### config.mk
export PLATFORM = sky130hd
export DESIGN_NAME = ecfg_top
export DESIGN_NICKNAME = d
export VERILOG_FILES = /design/src/core/ecfg_pkg.sv /design/src/core/ecfg_tx_if.sv /design/src/core/ecfg_irq.sv /design/src/core/ecfg_txq.sv /design/src/core/ecfg_top.sv
export VERILOG_INCLUDE_DIRS = /design/src /design/src/core
export SDC_FILE = /design/constraint.sdc
export NUM_CORES = 1
export LEC_CHECK = 0
export BUFFER_PORTS_ARGS = -buffer_cell sky130_fd_sc_hd__buf_4
export CORE_ASPECT_RATIO = 1.2
export CORE_MARGIN = 2
export CORE_UTILIZATION = 38
export DETAILED_ROUTE_END_ITERATION = 10
export GPL_ROUTABILITY_DRIVEN = 0
export GPL_TIMING_DRIVEN = 0
export PLACE_DENSITY = 0.72
export SYNTH_ARGS = -nofsm -noshare
export SYNTH_HDL_FRONTEND = slang
export SYNTH_HIERARCHICAL = 1
export SYNTH_SLANG_ARGS = --single-unit
### constraint.sdc
create_clock -name i_mclk -period 2.2 [get_ports i_mclk]
set_input_delay 0.44 -clock i_mclk [delete_from_list [all_inputs] [get_ports i_mclk]]
set_output_delay 0.44 -clock i_mclk [all_outputs]
set_load 0.05 [all_outputs]
### src/core/ecfg_defs.svh
`ifndef ECFG_DEFS_SVH
`define ECFG_DEFS_SVH

// register byte addresses
`define ECFG_ADDR_CFG1 16'h7FD8
`define ECFG_ADDR_CFG2 16'h7FD9
`define ECFG_ADDR_SA0 16'h7FDA
`define ECFG_ADDR_SA5 16'h7FDF
`define ECFG_ADDR_INT_STAT 16'h7FF0
`define ECFG_ADDR_INT_MASK 16'h7FF1
`define ECFG_ADDR_TX_CTRL 16'h7FF2
`define ECFG_ADDR_PKT_PORT 16'h7FF3

// field positions
`define ECFG_CFG1_PORT_SEL 0
`define ECFG_CFG1_LOW_SQ 1
`define ECFG_CFG1_FULL_STEP 2
`define ECFG_CFG2_AUTO_REL 0
`define ECFG_CFG2_CLK_GATE 1
`define ECFG_CFG2_MASK 8'h03
`define ECFG_TXC_ENABLE 0
`define ECFG_INT_TX 0
`define ECFG_INT_EMPTY 1
`define ECFG_INT_W 2

// reset values
`define ECFG_RST_BYTE 8'h00

// squelch thresholds in millivolts
`define ECFG_SQUELCH_LOW_MV 9'd240
`define ECFG_SQUELCH_STD_MV 9'd400

`endif

### src/core/ecfg_pkg.sv
package ecfg_pkg;
  typedef enum logic [1:0] {TXS_IDLE, TXS_RUN, TXS_HALT} ecfg_txst_t;
  typedef logic [7:0] ecfg_byte_t;
endpackage

### src/core/ecfg_tx_if.sv
`timescale 1ns/100ps
interface ecfg_tx_if #(parameter int PKT_W = 6);
  logic auto_release;
  logic en_set;
  logic done;
  logic ok;
  logic fatal;
  logic empty;
  logic [PKT_W-1:0] pkt;
  logic tx_enable;
  logic rel_pg;
  logic push;
  logic ev_tx;
  logic ev_empty;
  logic [PKT_W-1:0] out_pkt;
  logic [PKT_W-1:0] fail_pkt;
  modport seq (input auto_release, en_set, done, ok, fatal, empty, pkt,
    output tx_enable, rel_pg, push, ev_tx, ev_empty, out_pkt, fail_pkt);
  modport ctl (output auto_release, en_set, done, ok, fatal, empty, pkt,
    input tx_enable, rel_pg, push, ev_tx, ev_empty, out_pkt, fail_pkt);
endinterface

### src/core/ecfg_irq.sv
`timescale 1ns/100ps
module ecfg_irq #(parameter int W = 2)
(
  input wire logic i_mclk,
  input wire logic i_nrst,
  input wire logic [W-1:0] i_evt,
  input wire logic i_clr_wr,
  input wire logic i_mask_wr,
  input wire logic [W-1:0] i_wdata,
  output logic [W-1:0] o_status,
  output logic [W-1:0] o_mask,
  output logic o_irq
);
  logic [W-1:0] stat_ff;
  logic [W-1:0] mask_ff;
  logic [W-1:0] nxt_stat;
  logic [W-1:0] nxt_mask;

  always_comb
  begin
    // a new event wins over a write-one clear in the same cycle
    nxt_stat = (stat_ff & ~(i_clr_wr ? i_wdata : '0)) | i_evt;
    nxt_mask = i_mask_wr ? i_wdata : mask_ff;
  end

  always_ff @(posedge i_mclk)
  begin
    if (!i_nrst)
    begin
      stat_ff <= '0;
      mask_ff <= '0;
    end
    else
    begin
      stat_ff <= nxt_stat;
      mask_ff <= nxt_mask;
    end
  end

  assign o_status = stat_ff;
  assign o_mask = mask_ff;
  assign o_irq = |(stat_ff & mask_ff);

  sticky_set_a: assert property (@(posedge i_mclk) disable iff (!i_nrst)
    (i_evt != '0) |=> ((o_status & $past(i_evt)) == $past(i_evt)))
    else $error("event bit not latched");
endmodule

### src/core/ecfg_txq.sv
`timescale 1ns/100ps
module ecfg_txq
  import ecfg_pkg::*;
(
  input wire logic i_mclk,
  input wire logic i_nrst,
  ecfg_tx_if.seq tx
);
  ecfg_txst_t st_ff;
  ecfg_txst_t nxt_st;
  logic rel_ff;
  logic push_ff;
  logic evtx_ff;
  logic evempty_ff;
  logic [$bits(tx.pkt)-1:0] out_ff;
  logic [$bits(tx.pkt)-1:0] fail_ff;
  logic nxt_rel;
  logic nxt_push;
  logic nxt_evtx;
  logic nxt_evempty;
  logic [$bits(tx.pkt)-1:0] nxt_out;
  logic [$bits(tx.pkt)-1:0] nxt_fail;

  always_comb
  begin
    nxt_st = st_ff;
    nxt_rel = 1'b0;
    nxt_push = 1'b0;
    nxt_evtx = 1'b0;
    nxt_evempty = 1'b0;
    nxt_out = out_ff;
    nxt_fail = fail_ff;
    case (st_ff)
      TXS_IDLE:
      begin
        if (tx.en_set)
          nxt_st = TXS_RUN;
      end
      TXS_RUN:
      begin
        if (tx.done && tx.ok)
        begin
          nxt_out = tx.pkt;
          if (!tx.auto_release)
            nxt_rel = 1'b1;
          else
          begin
            nxt_push = 1'b1;
            nxt_evtx = 1'b1;
          end
          nxt_evempty = tx.empty;
        end
        else if (tx.done && tx.fatal)
        begin
          // pages stay allocated so software can restart the chain
          nxt_st = TXS_HALT;
          nxt_fail = tx.pkt;
          nxt_evtx = 1'b1;
        end
        else if (tx.done)
        begin
          // non-fatal failure keeps its status word
          nxt_out = tx.pkt;
          nxt_push = 1'b1;
          nxt_evtx = tx.auto_release;
          nxt_evempty = tx.empty;
        end
      end
      TXS_HALT:
      begin
        if (tx.en_set)
          nxt_st = TXS_RUN;
      end
      default:
        nxt_st = TXS_IDLE;
    endcase
  end

  always_ff @(posedge i_mclk)
  begin
    if (!i_nrst)
    begin
      st_ff <= TXS_IDLE;
      rel_ff <= 1'b0;
      push_ff <= 1'b0;
      evtx_ff <= 1'b0;
      evempty_ff <= 1'b0;
      out_ff <= '0;
      fail_ff <= '0;
    end
    else
    begin
      st_ff <= nxt_st;
      rel_ff <= nxt_rel;
      push_ff <= nxt_push;
      evtx_ff <= nxt_evtx;
      evempty_ff <= nxt_evempty;
      out_ff <= nxt_out;
      fail_ff <= nxt_fail;
    end
  end

  assign tx.tx_enable = (st_ff == TXS_RUN);
  assign tx.rel_pg = rel_ff;
  assign tx.push = push_ff;
  assign tx.ev_tx = evtx_ff;
  assign tx.ev_empty = evempty_ff;
  assign tx.out_pkt = out_ff;
  assign tx.fail_pkt = fail_ff;

  fatal_halt_a: assert property (@(posedge i_mclk) disable iff (!i_nrst)
    (tx.tx_enable && tx.done && !tx.ok && tx.fatal)
    |=> !tx.tx_enable ##1 (!tx.tx_enable || $past(tx.en_set)))
    else $error("transmit kept running after fatal error");
  fail_pkt_a: assert property (@(posedge i_mclk) disable iff (!i_nrst)
    (tx.tx_enable && tx.done && !tx.ok && tx.fatal)
    |=> (tx.fail_pkt == $past(tx.pkt)) && !tx.rel_pg)
    else $error("failing packet not held or pages released");
  auto_free_a: assert property (@(posedge i_mclk) disable iff (!i_nrst)
    (tx.tx_enable && tx.done && tx.ok && !tx.auto_release)
    |=> tx.rel_pg && !tx.push && (tx.out_pkt == $past(tx.pkt)))
    else $error("successful frame not freed quietly");
  auto_irq_a: assert property (@(posedge i_mclk) disable iff (!i_nrst)
    (tx.ev_tx && !$past(tx.auto_release)) |-> !tx.tx_enable)
    else $error("per-frame interrupt in auto-free mode");
  tx_fatal_c: cover property (@(posedge i_mclk) disable iff (!i_nrst)
    tx.tx_enable && tx.done && tx.fatal ##[1:20] tx.tx_enable);
  tx_drain_c: cover property (@(posedge i_mclk) disable iff (!i_nrst)
    tx.ev_empty && !tx.push);
endmodule

### src/core/ecfg_top.sv
`timescale 1ns/100ps
`include "ecfg_defs.svh"

module ecfg_top
  import ecfg_pkg::*;
#(
  parameter int ADDR_W = 16,
  parameter int PKT_W = 6,
  parameter int SA_BYTES = 6
)
(
  input wire logic i_mclk,
  input wire logic i_nrst,
  input wire logic [ADDR_W-1:0] i_addr,
  input wire logic [7:0] i_wdata,
  input wire logic i_wr,
  input wire logic i_rd,
  output logic [7:0] o_rdata,
  input wire logic i_usb_suspend,
  input wire logic i_tx_done,
  input wire logic i_tx_ok,
  input wire logic i_tx_fatal,
  input wire logic i_tx_chain_empty,
  input wire logic [PKT_W-1:0] i_tx_pkt,
  output logic o_tx_enable,
  output logic o_tx_release,
  output logic o_tx_done_push,
  output logic [PKT_W-1:0] o_tx_out_pkt,
  output logic o_attachment_port_select,
  output logic o_aui_full_step,
  output logic o_low_squelch,
  output logic [8:0] o_squelch_mv,
  output logic o_eth_clk_run,
  output logic o_codec_enable,
  output logic [8*SA_BYTES-1:0] o_station_addr,
  output logic o_irq
);
  ecfg_byte_t cfg1_ff;
  ecfg_byte_t cfg2_ff;
  ecfg_byte_t sa_ff [SA_BYTES];
  ecfg_byte_t rdata_ff;
  logic clk_run_ff;
  ecfg_byte_t nxt_cfg1;
  ecfg_byte_t nxt_cfg2;
  ecfg_byte_t nxt_sa [SA_BYTES];
  ecfg_byte_t nxt_rdata;
  logic nxt_clk_run;
  logic sa_hit;
  logic [ADDR_W-1:0] sa_off;
  logic [`ECFG_INT_W-1:0] int_stat;
  logic [`ECFG_INT_W-1:0] int_mask;
  logic [`ECFG_INT_W-1:0] int_evt;

  ecfg_tx_if #(.PKT_W(PKT_W)) txb ();

  assign sa_off = i_addr - `ECFG_ADDR_SA0;
  assign sa_hit = (i_addr >= `ECFG_ADDR_SA0) && (i_addr <= `ECFG_ADDR_SA5);

  // configuration and address registers
  always_comb
  begin
    nxt_cfg1 = cfg1_ff;
    nxt_cfg2 = cfg2_ff;
    for (int i = 0; i < SA_BYTES; i++)
      nxt_sa[i] = sa_ff[i];
    if (i_wr)
    begin
      if (i_addr == `ECFG_ADDR_CFG1)
        nxt_cfg1 = i_wdata;
      if (i_addr == `ECFG_ADDR_CFG2)
        nxt_cfg2 = i_wdata & `ECFG_CFG2_MASK;
      if (sa_hit)
        nxt_sa[sa_off[2:0]] = i_wdata;
    end
  end

  always_ff @(posedge i_mclk)
  begin
    if (!i_nrst)
    begin
      cfg1_ff <= `ECFG_RST_BYTE;
      cfg2_ff <= `ECFG_RST_BYTE;
      for (int i = 0; i < SA_BYTES; i++)
        sa_ff[i] <= `ECFG_RST_BYTE;
    end
    else
    begin
      cfg1_ff <= nxt_cfg1;
      cfg2_ff <= nxt_cfg2;
      for (int i = 0; i < SA_BYTES; i++)
        sa_ff[i] <= nxt_sa[i];
    end
  end

  // byte 0 lands in the low bits so bit 0 leaves first on the wire
  always_comb
  begin
    for (int i = 0; i < SA_BYTES; i++)
      o_station_addr[8*i +: 8] = sa_ff[i];
  end

  assign o_attachment_port_select = cfg1_ff[`ECFG_CFG1_PORT_SEL];
  // full step has no meaning on twisted pair, so it is masked there
  assign o_aui_full_step = cfg1_ff[`ECFG_CFG1_FULL_STEP] &
    cfg1_ff[`ECFG_CFG1_PORT_SEL];
  assign o_low_squelch = cfg1_ff[`ECFG_CFG1_LOW_SQ];
  assign o_squelch_mv = o_low_squelch ? `ECFG_SQUELCH_LOW_MV :
    `ECFG_SQUELCH_STD_MV;

  // ethernet clock and codec run flag
  always_comb
  begin
    nxt_clk_run = !(cfg2_ff[`ECFG_CFG2_CLK_GATE] && i_usb_suspend);
  end

  always_ff @(posedge i_mclk)
  begin
    if (!i_nrst)
      clk_run_ff <= 1'b1;
    else
      clk_run_ff <= nxt_clk_run;
  end

  // one flag drives both so the codec never runs without its clock
  assign o_eth_clk_run = clk_run_ff;
  assign o_codec_enable = clk_run_ff;

  // transmit completion sequencer
  assign txb.auto_release = cfg2_ff[`ECFG_CFG2_AUTO_REL];
  assign txb.en_set = i_wr && (i_addr == `ECFG_ADDR_TX_CTRL) &&
    i_wdata[`ECFG_TXC_ENABLE];
  assign txb.done = i_tx_done;
  assign txb.ok = i_tx_ok;
  assign txb.fatal = i_tx_fatal;
  assign txb.empty = i_tx_chain_empty;
  assign txb.pkt = i_tx_pkt;

  ecfg_txq u_txq (
    .i_mclk(i_mclk),
    .i_nrst(i_nrst),
    .tx(txb.seq)
  );

  assign o_tx_enable = txb.tx_enable;
  assign o_tx_release = txb.rel_pg;
  assign o_tx_done_push = txb.push;
  assign o_tx_out_pkt = txb.out_pkt;

  // interrupt status, write one to clear
  assign int_evt[`ECFG_INT_TX] = txb.ev_tx;
  assign int_evt[`ECFG_INT_EMPTY] = txb.ev_empty;

  ecfg_irq #(.W(`ECFG_INT_W)) u_irq (
    .i_mclk(i_mclk),
    .i_nrst(i_nrst),
    .i_evt(int_evt),
    .i_clr_wr(i_wr && (i_addr == `ECFG_ADDR_INT_STAT)),
    .i_mask_wr(i_wr && (i_addr == `ECFG_ADDR_INT_MASK)),
    .i_wdata(i_wdata[`ECFG_INT_W-1:0]),
    .o_status(int_stat),
    .o_mask(int_mask),
    .o_irq(o_irq)
  );

  // read data valid only in the cycle after the strobe
  always_comb
  begin
    nxt_rdata = 8'h00;
    if (i_rd)
    begin
      if (sa_hit)
        nxt_rdata = sa_ff[sa_off[2:0]];
      else
      begin
        case (i_addr)
          `ECFG_ADDR_CFG1: nxt_rdata = cfg1_ff;
          `ECFG_ADDR_CFG2: nxt_rdata = cfg2_ff;
          `ECFG_ADDR_INT_STAT: nxt_rdata = {6'h00, int_stat};
          `ECFG_ADDR_INT_MASK: nxt_rdata = {6'h00, int_mask};
          `ECFG_ADDR_TX_CTRL: nxt_rdata = {7'h00, txb.tx_enable};
          `ECFG_ADDR_PKT_PORT: nxt_rdata = {2'h0, txb.fail_pkt};
          default: nxt_rdata = 8'h00;
        endcase
      end
    end
  end

  always_ff @(posedge i_mclk)
  begin
    if (!i_nrst)
      rdata_ff <= 8'h00;
    else
      rdata_ff <= nxt_rdata;
  end

  assign o_rdata = rdata_ff;

  port_sel_a: assert property (@(posedge i_mclk) disable iff (!i_nrst)
    (i_wr && i_addr == `ECFG_ADDR_CFG1)
    |=> o_attachment_port_select == $past(i_wdata[`ECFG_CFG1_PORT_SEL]))
    else $error("port select not taken on next edge");
  full_step_a: assert property (@(posedge i_mclk) disable iff (!i_nrst)
    (i_wr && i_addr == `ECFG_ADDR_CFG1)
    |=> o_aui_full_step ==
    $past(i_wdata[`ECFG_CFG1_FULL_STEP] & i_wdata[`ECFG_CFG1_PORT_SEL]))
    else $error("full step outside AUI mode");
  squelch_a: assert property (@(posedge i_mclk) disable iff (!i_nrst)
    (i_wr && i_addr == `ECFG_ADDR_CFG1 && i_wdata[`ECFG_CFG1_LOW_SQ])
    |=> o_squelch_mv == 9'd240)
    else $error("low squelch threshold wrong");
  clk_gate_a: assert property (@(posedge i_mclk) disable iff (!i_nrst)
    (cfg2_ff[`ECFG_CFG2_CLK_GATE] && i_usb_suspend)
    |=> !o_eth_clk_run && !o_codec_enable)
    else $error("ethernet clock not stopped in suspend");
  sa0_a: assert property (@(posedge i_mclk) disable iff (!i_nrst)
    (i_wr && i_addr == `ECFG_ADDR_SA0) |=> o_station_addr[7:0] == $past(i_wdata))
    else $error("address byte 0 not stored in low bits");
  sa1_rd_a: assert property (@(posedge i_mclk) disable iff (!i_nrst)
    (i_rd && i_addr == 16'h7FDB)
    |=> o_rdata == $past(o_station_addr[15:8]))
    else $error("address byte 1 readback wrong");
  reserved_a: assert property (@(posedge i_mclk) disable iff (!i_nrst)
    (i_rd && i_addr == `ECFG_ADDR_CFG2) |=> o_rdata[7:2] == 6'h00)
    else $error("reserved bits not zero");

  // register bus, squelch and clock run checks
  rdata_idle_a: assert property (@(posedge i_mclk) disable iff (!i_nrst)
    !i_rd |=> o_rdata == 8'h00)
    else $error("read data outside its cycle");
  cfg1_rd_a: assert property (@(posedge i_mclk) disable iff (!i_nrst)
    (i_rd && i_addr == `ECFG_ADDR_CFG1) |=> o_rdata == $past(cfg1_ff))
    else $error("config 1 readback wrong");
  unmapped_a: assert property (@(posedge i_mclk) disable iff (!i_nrst)
    (i_rd && i_addr == 16'h7FE0) |=> o_rdata == 8'h00)
    else $error("unmapped read not zero");
  squelch_std_a: assert property (@(posedge i_mclk) disable iff (!i_nrst)
    (i_wr && i_addr == `ECFG_ADDR_CFG1 && !i_wdata[`ECFG_CFG1_LOW_SQ])
    |=> o_squelch_mv == 9'd400 && !o_low_squelch)
    else $error("standard squelch threshold wrong");
  clk_run_a: assert property (@(posedge i_mclk) disable iff (!i_nrst)
    !(cfg2_ff[`ECFG_CFG2_CLK_GATE] && i_usb_suspend)
    |=> o_eth_clk_run && o_codec_enable)
    else $error("ethernet clock stopped without gate");

  // every address byte lands in its own slice
  for (genvar g = 0; g < SA_BYTES; g++)
  begin
    sa_byte_a: assert property (@(posedge i_mclk) disable iff (!i_nrst)
      (i_wr && i_addr == `ECFG_ADDR_SA0 + 16'(g))
      |=> o_station_addr[8*g +: 8] == $past(i_wdata))
      else $error("address byte write lost");
  end

  // transmit and interrupt checks
  tx_restart_a: assert property (@(posedge i_mclk) disable iff (!i_nrst)
    (txb.en_set && !o_tx_enable) |=> o_tx_enable)
    else $error("transmit did not restart");
  txctl_rd_a: assert property (@(posedge i_mclk) disable iff (!i_nrst)
    (i_rd && i_addr == `ECFG_ADDR_TX_CTRL) |=> o_rdata == {7'h00, $past(o_tx_enable)})
    else $error("transmit enable readback wrong");
  pkt_port_a: assert property (@(posedge i_mclk) disable iff (!i_nrst)
    (i_rd && i_addr == `ECFG_ADDR_PKT_PORT) |=> o_rdata[PKT_W-1:0] == $past(txb.fail_pkt))
    else $error("packet number port readback wrong");
  halt_quiet_a: assert property (@(posedge i_mclk) disable iff (!i_nrst)
    !o_tx_enable |=> !o_tx_release && !o_tx_done_push)
    else $error("frame processed while transmit disabled");
  auto_quiet_a: assert property (@(posedge i_mclk) disable iff (!i_nrst)
    (o_tx_enable && i_tx_done && i_tx_ok && !cfg2_ff[`ECFG_CFG2_AUTO_REL])
    |=> !txb.ev_tx)
    else $error("per-frame event on freed frame");
  drain_stat_a: assert property (@(posedge i_mclk) disable iff (!i_nrst)
    (o_tx_enable && i_tx_done && i_tx_chain_empty && (i_tx_ok || !i_tx_fatal))
    |-> ##2 int_stat[`ECFG_INT_EMPTY])
    else $error("drained chain not flagged");
  fatal_irq_a: assert property (@(posedge i_mclk) disable iff (!i_nrst)
    (o_tx_enable && i_tx_done && !i_tx_ok && i_tx_fatal)
    |-> ##2 int_stat[`ECFG_INT_TX])
    else $error("fatal frame not flagged");
  irq_clear_a: assert property (@(posedge i_mclk) disable iff (!i_nrst)
    (i_wr && i_addr == `ECFG_ADDR_INT_STAT && i_wdata[1:0] == 2'h3 && int_evt == 2'h0)
    |=> !o_irq)
    else $error("interrupt stayed after clear");

  irq_c: cover property (@(posedge i_mclk) disable iff (!i_nrst)
    !o_irq ##1 o_irq);
  drain_c: cover property (@(posedge i_mclk) disable iff (!i_nrst)
    o_tx_enable && i_tx_done && i_tx_chain_empty ##2 o_irq);
  suspend_c: cover property (@(posedge i_mclk) disable iff (!i_nrst)
    o_eth_clk_run ##1 !o_eth_clk_run ##[1:50] o_eth_clk_run);
endmodule

==> flow_summary.ini, run 1 <==
[finish]
finished_core_util = 0.517
antenna_cells_inserted = 0
n_fill_cell = 1005
design.final.nets = 613
layout_common_cells = 126 x sky130_fd_sc_hd__buf_4, 89 x sky130_fd_sc_hd__nand2_1, 89 x sky130_fd_sc_hd__dfxtp_1
drive_gt1_frac = 0.318
layout-area-overhead-vs-synth_pct = 33.6
layout.cells.most_common = sky130_fd_sc_hd__buf_4

[drt]
vias = 3924
topRoutingLayerUsed = met4
post-route-drc-count = 0
wl_met2_um = 6290
detail_route.wirelength.met1_um = 5420
initial_detailed_routing_violation_count = 296
post_detailed_routing_wire_length_um = 13200
wl_met3_um = 997
first_pass_iters = 5
avgRoutedWirePerCell_um = 18.7
detail-route-antenna-nets = 0
vias_per_cell = 5.54

[sta]
fin_skew_ns = 0.00553
max_freq_ghz = 0.489
slew_of_the_pin_with_the_lowest_slew_margin_ns = 0.684
finalCritPeriodShare = 0.930
rsz0062_at_grt = false
timing.max_slew.rel_slack = 0.543
count_of_pins_over_their_slew_limit = 0
finalSetupViolCount = 0
final-hold-violation-count = 0
post-route-min-period_ns = 2.04
worst_hold_slack_ns = 0.291

[critical_path]
endpoint_kind = register
worst_ep_arrival_time_ns = 2.28
timing_worst_setup_path_type = primary input to register
crit_path_max_fanout = 6
required_ns = 2.43
crit_path_start_kind = primary input

[clock_network]
clk_latency_ns = 0.34
clk_root_buffer_cell = sky130_fd_sc_hd__clkbuf_16
h-tree-depth = 3
cts_made_buffers = 9
clock_sink_count = 89
tritoncts = built
post_cts_hold_buffer_count = 0
cts.path.max_buffers = 2
clk_pin_slew_ns = 0.07

[floorplanning]
die_h_um = 120
coreArea_mm2 = 0.0109
initial_standard_cell_utilization_of_the_core = 0.387
boundaryPins = 119
die_area_mm2 = 0.0120
die_x_um = 100
std_cell_rows = 42

[yosys]
gate_count_of_the_mapped_netlist = 440
dominantRegCellSynth = sky130_fd_sc_hd__dfxtp_1
post_synth_fa_ha_maj_area_fraction = 0.00888
synth_top_cell_by_area = sky130_fd_sc_hd__dfxtp_1
synth-warning-count = 6
post_synth_mux_area_share = 0.219
compound_gate_portion_of_the_synthesized_area = 0.103
register_bit_total_from_synthesis = 89
ys_async_sr_fraction = 0
ys_top_cells_by_area = sky130_fd_sc_hd__dfxtp_1 42%, sky130_fd_sc_hd__mux2i_1 17%, sky130_fd_sc_hd__nand2_1 7.9%
synth_seq_area_share = 0.421
post-synth-top-area-fraction = 0.421
synth_xor_xnor_area_share = 0
synth_simple_gate_area_share = 0.190
netlist-cell-type-count = 50
synth_top_family_by_area = multiplexers
synth-edff-count = 0
mappedNetlistArea_mm2 = 0.00423
synth.avg_cell_area_um2 = 9.61

[placed_design]
buffer_ports.inserted = 111
dpl.hpwl_um = 9820

[global_routing]
vias_in_the_first_global_route = 3893
initial_antenna_violation_count = 0
track_usage = 0.221
grt_pass1_wl_um = 20600
grt_max_degree = 17
overflow = 0

[min_path]
worstHoldPathType = primary input to register

[power]
cellLeakagePower_uw = 0.00235
power_density_mw_per_mm2 = 634
irDropWorstVdd_mv = 0.412
design_power_total_uw = 3580

[run]
drv.max_cap_violation_count = 0

[status]
outcome = finished, final reports clean
## critical path: stages
cell and delay [ns]:
sky130_fd_sc_hd__buf_4 0.12, sky130_fd_sc_hd__and4b_1 0.26, sky130_fd_sc_hd__buf_2 0.17, sky130_fd_sc_hd__and3_1 0.16, sky130_fd_sc_hd__clkbuf_1 0.25, sky130_fd_sc_hd__nand2_1 0.14
sky130_fd_sc_hd__nor3_1 0.42, sky130_fd_sc_hd__mux2i_1 0.26, sky130_fd_sc_hd__nor2b_1 0.06
## cell families after synthesis
family / Yosys count
simple gates: 162
fa+ha+maj: 3
mux: 81
flops: 89
compound gates: 57
other cells: 2
buf+inv: 46
## Yosys cell counts (3+ instances only)
cell type and n:
sky130_fd_sc_hd__a21oi_1 14, sky130_fd_sc_hd__a31oi_1 7, sky130_fd_sc_hd__and2_1 3, sky130_fd_sc_hd__and3_1 4, sky130_fd_sc_hd__and4_1 3, sky130_fd_sc_hd__buf_2 9
sky130_fd_sc_hd__buf_4 10, sky130_fd_sc_hd__clkbuf_1 16, sky130_fd_sc_hd__dfxtp_1 89, sky130_fd_sc_hd__ha_1 3, sky130_fd_sc_hd__inv_1 7, sky130_fd_sc_hd__mux2i_1 71
sky130_fd_sc_hd__mux4_2 9, sky130_fd_sc_hd__nand2_1 89, sky130_fd_sc_hd__nand3_1 17, sky130_fd_sc_hd__nand4_1 12, sky130_fd_sc_hd__nor2_1 4, sky130_fd_sc_hd__nor2b_1 3
sky130_fd_sc_hd__nor3_1 6, sky130_fd_sc_hd__nor3b_1 3, sky130_fd_sc_hd__o2111ai_1 5, sky130_fd_sc_hd__o21a_1 3, sky130_fd_sc_hd__o21ai_0 6, sky130_fd_sc_hd__o31ai_1 9
sky130_fd_sc_hd__or2_2 5
## through the flow
step           setup TNS [ns]  cell area, um^2  std cells  setup WS (ns)
2_1_floorplan               0             4240        444        0.00609
3_3_place_gp           -18.29             5240        687         -0.731
3_5_place_dp           -19.34             5240        687         -0.724
4_1_cts                     0             5630        708         0.0167
5_1_grt                     0             5650        708         0.0322
6_report                    0             5650        708          0.155
## registers in the layout, indices dropped and copies added, names as in the netlist
signal and flops:
u_txq/tx.ev_empty 1, u_txq/tx.fail_pkt 6, cfg2_ff 2, u_txq/st_ff 2, o_rdata 8, u_txq/tx.out_pkt 6
u_irq/o_mask 2, u_irq/o_status 2, u_txq/tx.push 1, cfg1_ff 8, u_txq/tx.rel_pg 1, u_txq/tx.ev_tx 1
sa_ff 48, o_codec_enable 1
## layer usage
layer | vias up | global-route usage
met5 | - | 0
met4 | 0 | 0.0908
met3 | 47 | 0.0483
met2 | 216 | 0.363
met1 | 1845 | 0.279
li1 | 1816 | -
## what timing repair did
action	4_1_cts	5_1_grt
buffers inserted	5	0
pin swaps	2	0
endpoints found under the setup margin	27	15
resized for setup	4	7
## power by group
group	switching (uW)	internal, uW
sequential	0.00537	1610
clock	661	1010
combinational	195	106
total	856	2730
## final timing paths
| check | startpoint | end | slack (ns) | depth (start not counted) |
|---|---|---|---|---|
| worst max-delay path | i_addr[15] | u_irq/o_mask[0] | 0.16 | 9 |
| worst min-delay path | i_usb_suspend | o_codec_enable | 0.29 | 2 |
| worst max register to register | sa_ff[2][5] | o_rdata[5] | 0.70 | 4 |
| worst min register to register | cfg2_ff[1] | o_codec_enable | 0.44 | 1 |
## layout make-up
type / count / area (um^2) / area share
Clock inverter: 7 / 103 / 0.0182
Clock buffer: 9 / 225 / 0.0399
Buffer: 38 / 220 / 0.0390
Sequential cell: 89 / 1780 / 0.315
Multi-Input combinational cell: 309 / 2240 / 0.397
Timing Repair Buffer: 116 / 883 / 0.156
Inverter: 8 / 30.0 / 0.00532
Tap cell: 132 / 165 / 0.0292
Note: power is estimated with default switching activity, not from simulation.
==> run 2, diff against run 1 <==
--- a/config.mk
+++ b/config.mk
@@ -9,3 +9,3 @@
 export BUFFER_PORTS_ARGS = -buffer_cell sky130_fd_sc_hd__buf_4
-export CORE_ASPECT_RATIO = 1.2
+export CORE_ASPECT_RATIO = 0.7
 export CORE_MARGIN = 2
==> constraint.sdc (replaced) <==
create_clock -name i_mclk -period 2.2 [get_ports i_mclk]
set_input_delay 0.11 -clock i_mclk [delete_from_list [all_inputs] [get_ports i_mclk]]
set_output_delay 0.11 -clock i_mclk [all_outputs]
set_load 0.05 [all_outputs]
==> run 2 against run 1 <==
Against the previous run:
- via count shrank 0.15%
- wire length shrank 1.9%
- die area is essentially flat
- non-clock buffer count shrank 4
- sequential cell count is the same
- critical endpoint is now o_rdata[2]
- maximum frequency grew 2.6%
==> flow_summary.ini, run 2 (synthesized netlist as in run 1, its figures left out) <==
[finish]
layout_common_cells = 121 x sky130_fd_sc_hd__buf_4, 89 x sky130_fd_sc_hd__nand2_1, 89 x sky130_fd_sc_hd__dfxtp_1
largest-register = sa_ff
drive_gt1_frac = 0.299
layout-area-overhead-vs-synth_pct = 32.3
antenna_cells_inserted = 0
n_fill_cell = 1005
design.final.nets = 609
final_cell_count_no_fill = 725
layout.cells.most_common = sky130_fd_sc_hd__buf_4
finished_core_util = 0.512
largest_register_ff_count = 48

[floorplanning]
boundaryPins = 119
coreArea_mm2 = 0.0109
initial_standard_cell_utilization_of_the_core = 0.387
std_cell_rows = 32
die_area_mm2 = 0.0120
die_x_um = 130
die_h_um = 92.3

[drt]
detail-route-antenna-nets = 0
post-route-drc-count = 0
vias_per_cell = 5.40
post_detailed_routing_wire_length_um = 13000
avgRoutedWirePerCell_um = 17.9
initial_detailed_routing_violation_count = 315
vias = 3918
first_pass_iters = 5

[clock_network]
cts.path.max_buffers = 2
tritoncts = built
clk_latency_ns = 0.34
cts_post_setup_buffers_inserted = 0
clock_sink_count = 89
h-tree-depth = 3
clk_root_buffer_cell = sky130_fd_sc_hd__clkbuf_16
clk_pin_slew_ns = 0.06
cts_made_buffers = 9
post_cts_resized = 0

[critical_path]
crit_top_cell = sky130_fd_sc_hd__buf_4
cp_cell_sequence = buf_4 -> buf_4 -> nor4b_1 -> nor2b_1 -> buf_2 -> nand3_1 -> a31oi_1
timing.reg2reg.setup_slack_ns = 0.72
timing_worst_setup_path_type = primary input to register
required_ns = 2.46
crit_path_max_fanout = 25
critical-path-max-stage-delay_ns = 0.91
crit_path_top_delay_cell = sky130_fd_sc_hd__nor4b_1
crit_path_start_kind = primary input
endpoint_kind = register
worst_ep_arrival_time_ns = 2.26

[global_routing]
initial_antenna_violation_count = 0
vias_in_the_first_global_route = 3806
track_usage = 0.221
overflow = 0
grt_max_degree = 20
grt_pass1_wl_um = 20200

[power]
cellLeakagePower_uw = 0.00231
power_density_mw_per_mm2 = 626
irDropWorstVdd_mv = 0.356

[sta]
worst_hold_slack_ns = 0.0267
fin_skew_ns = 0.00669
finalSetupViolCount = 0
timing.max_slew.rel_slack = 0.295
post-route-min-period_ns = 1.99
final-hold-violation-count = 0
setup_slack_ns = 0.206
rsz0062_at_grt = false
finalSetupTns_ns = 0
count_of_pins_over_their_slew_limit = 0
slew_of_the_pin_with_the_lowest_slew_margin_ns = 1.06
finalCritPeriodShare = 0.906
max_freq_ghz = 0.502

[status]
outcome = finished, final reports clean

[placed_design]
dpl.hpwl_um = 9940
dp.cells = 708
dp_slack_ns = -0.417
buffer_ports.inserted = 111

[min_path]
worstHoldPathType = primary input to register

[run]
drv.max_cap_violation_count = 0
==> run 2: where the power goes <==
| group | switching (uW) | total (uW) | internal, uW |
|---|---|---|---|
| Sequential | 0.00539 | 1610 | 1610 |
| Combinational | 184 | 289 | 105 |
| Clock | 609 | 1600 | 995 |
| Total | 794 | 3500 | 2710 |
==> run 2: routing by layer <==
metal | wire, um | track usage
met5 | 0 | 0
met4 | 202 | 0.0475
met3 | 1190 | 0.0601
met2 | 5700 | 0.344
met1 | 5870 | 0.307
==> run 2: stage by stage <==
| stage | area, um^2 | power [uW] |
|---|---|---|
| floorplan | 4240 | 1810 |
| global placement | 5270 | 1920 |
| detailed placement | 5270 | 1930 |
| CTS | 5600 | 3520 |
| global route | 5590 | 3600 |
| finish | 5590 | 3500 |
==> run 2: worst max-delay path, delay by kind of cell <==
family	cells	cell delay (ns)
AO/OA/AOI/OAI	1	0.18
AND/OR/NAND/NOR	3	1.32
buffers and inverters	3	0.63
==> run 2: final timing paths <==
kind	from	to	depth (start not counted)
worst max-delay path	i_addr[1]	o_rdata[2]	7
worst min-delay path	i_wdata[0]	u_irq/o_status[0]	2
worst max register to register	sa_ff[1][2]	o_rdata[2]	4
worst min register to register	cfg2_ff[1]	o_codec_enable	1
==> run 2: final cells by class <==
type                    instances  area, um^2  area share
well taps                     153         191      0.0342
repair buffers                114         863       0.154
inverters                       8        30.0     0.00537
plain buffers                  36         198      0.0353
multi-input cells             309        2220       0.398
clock inverters                 3        65.1      0.0116
flip-flops and latches         89        1780       0.318
clock buffers                  13         240      0.0429
==> run 2: what timing repair did <==
item                       4_1_cts  5_1_grt
gates cloned                     0        0
setup endpoints to repair        1        1
hold buffers                     3        0
hold endpoints to repair         3        0
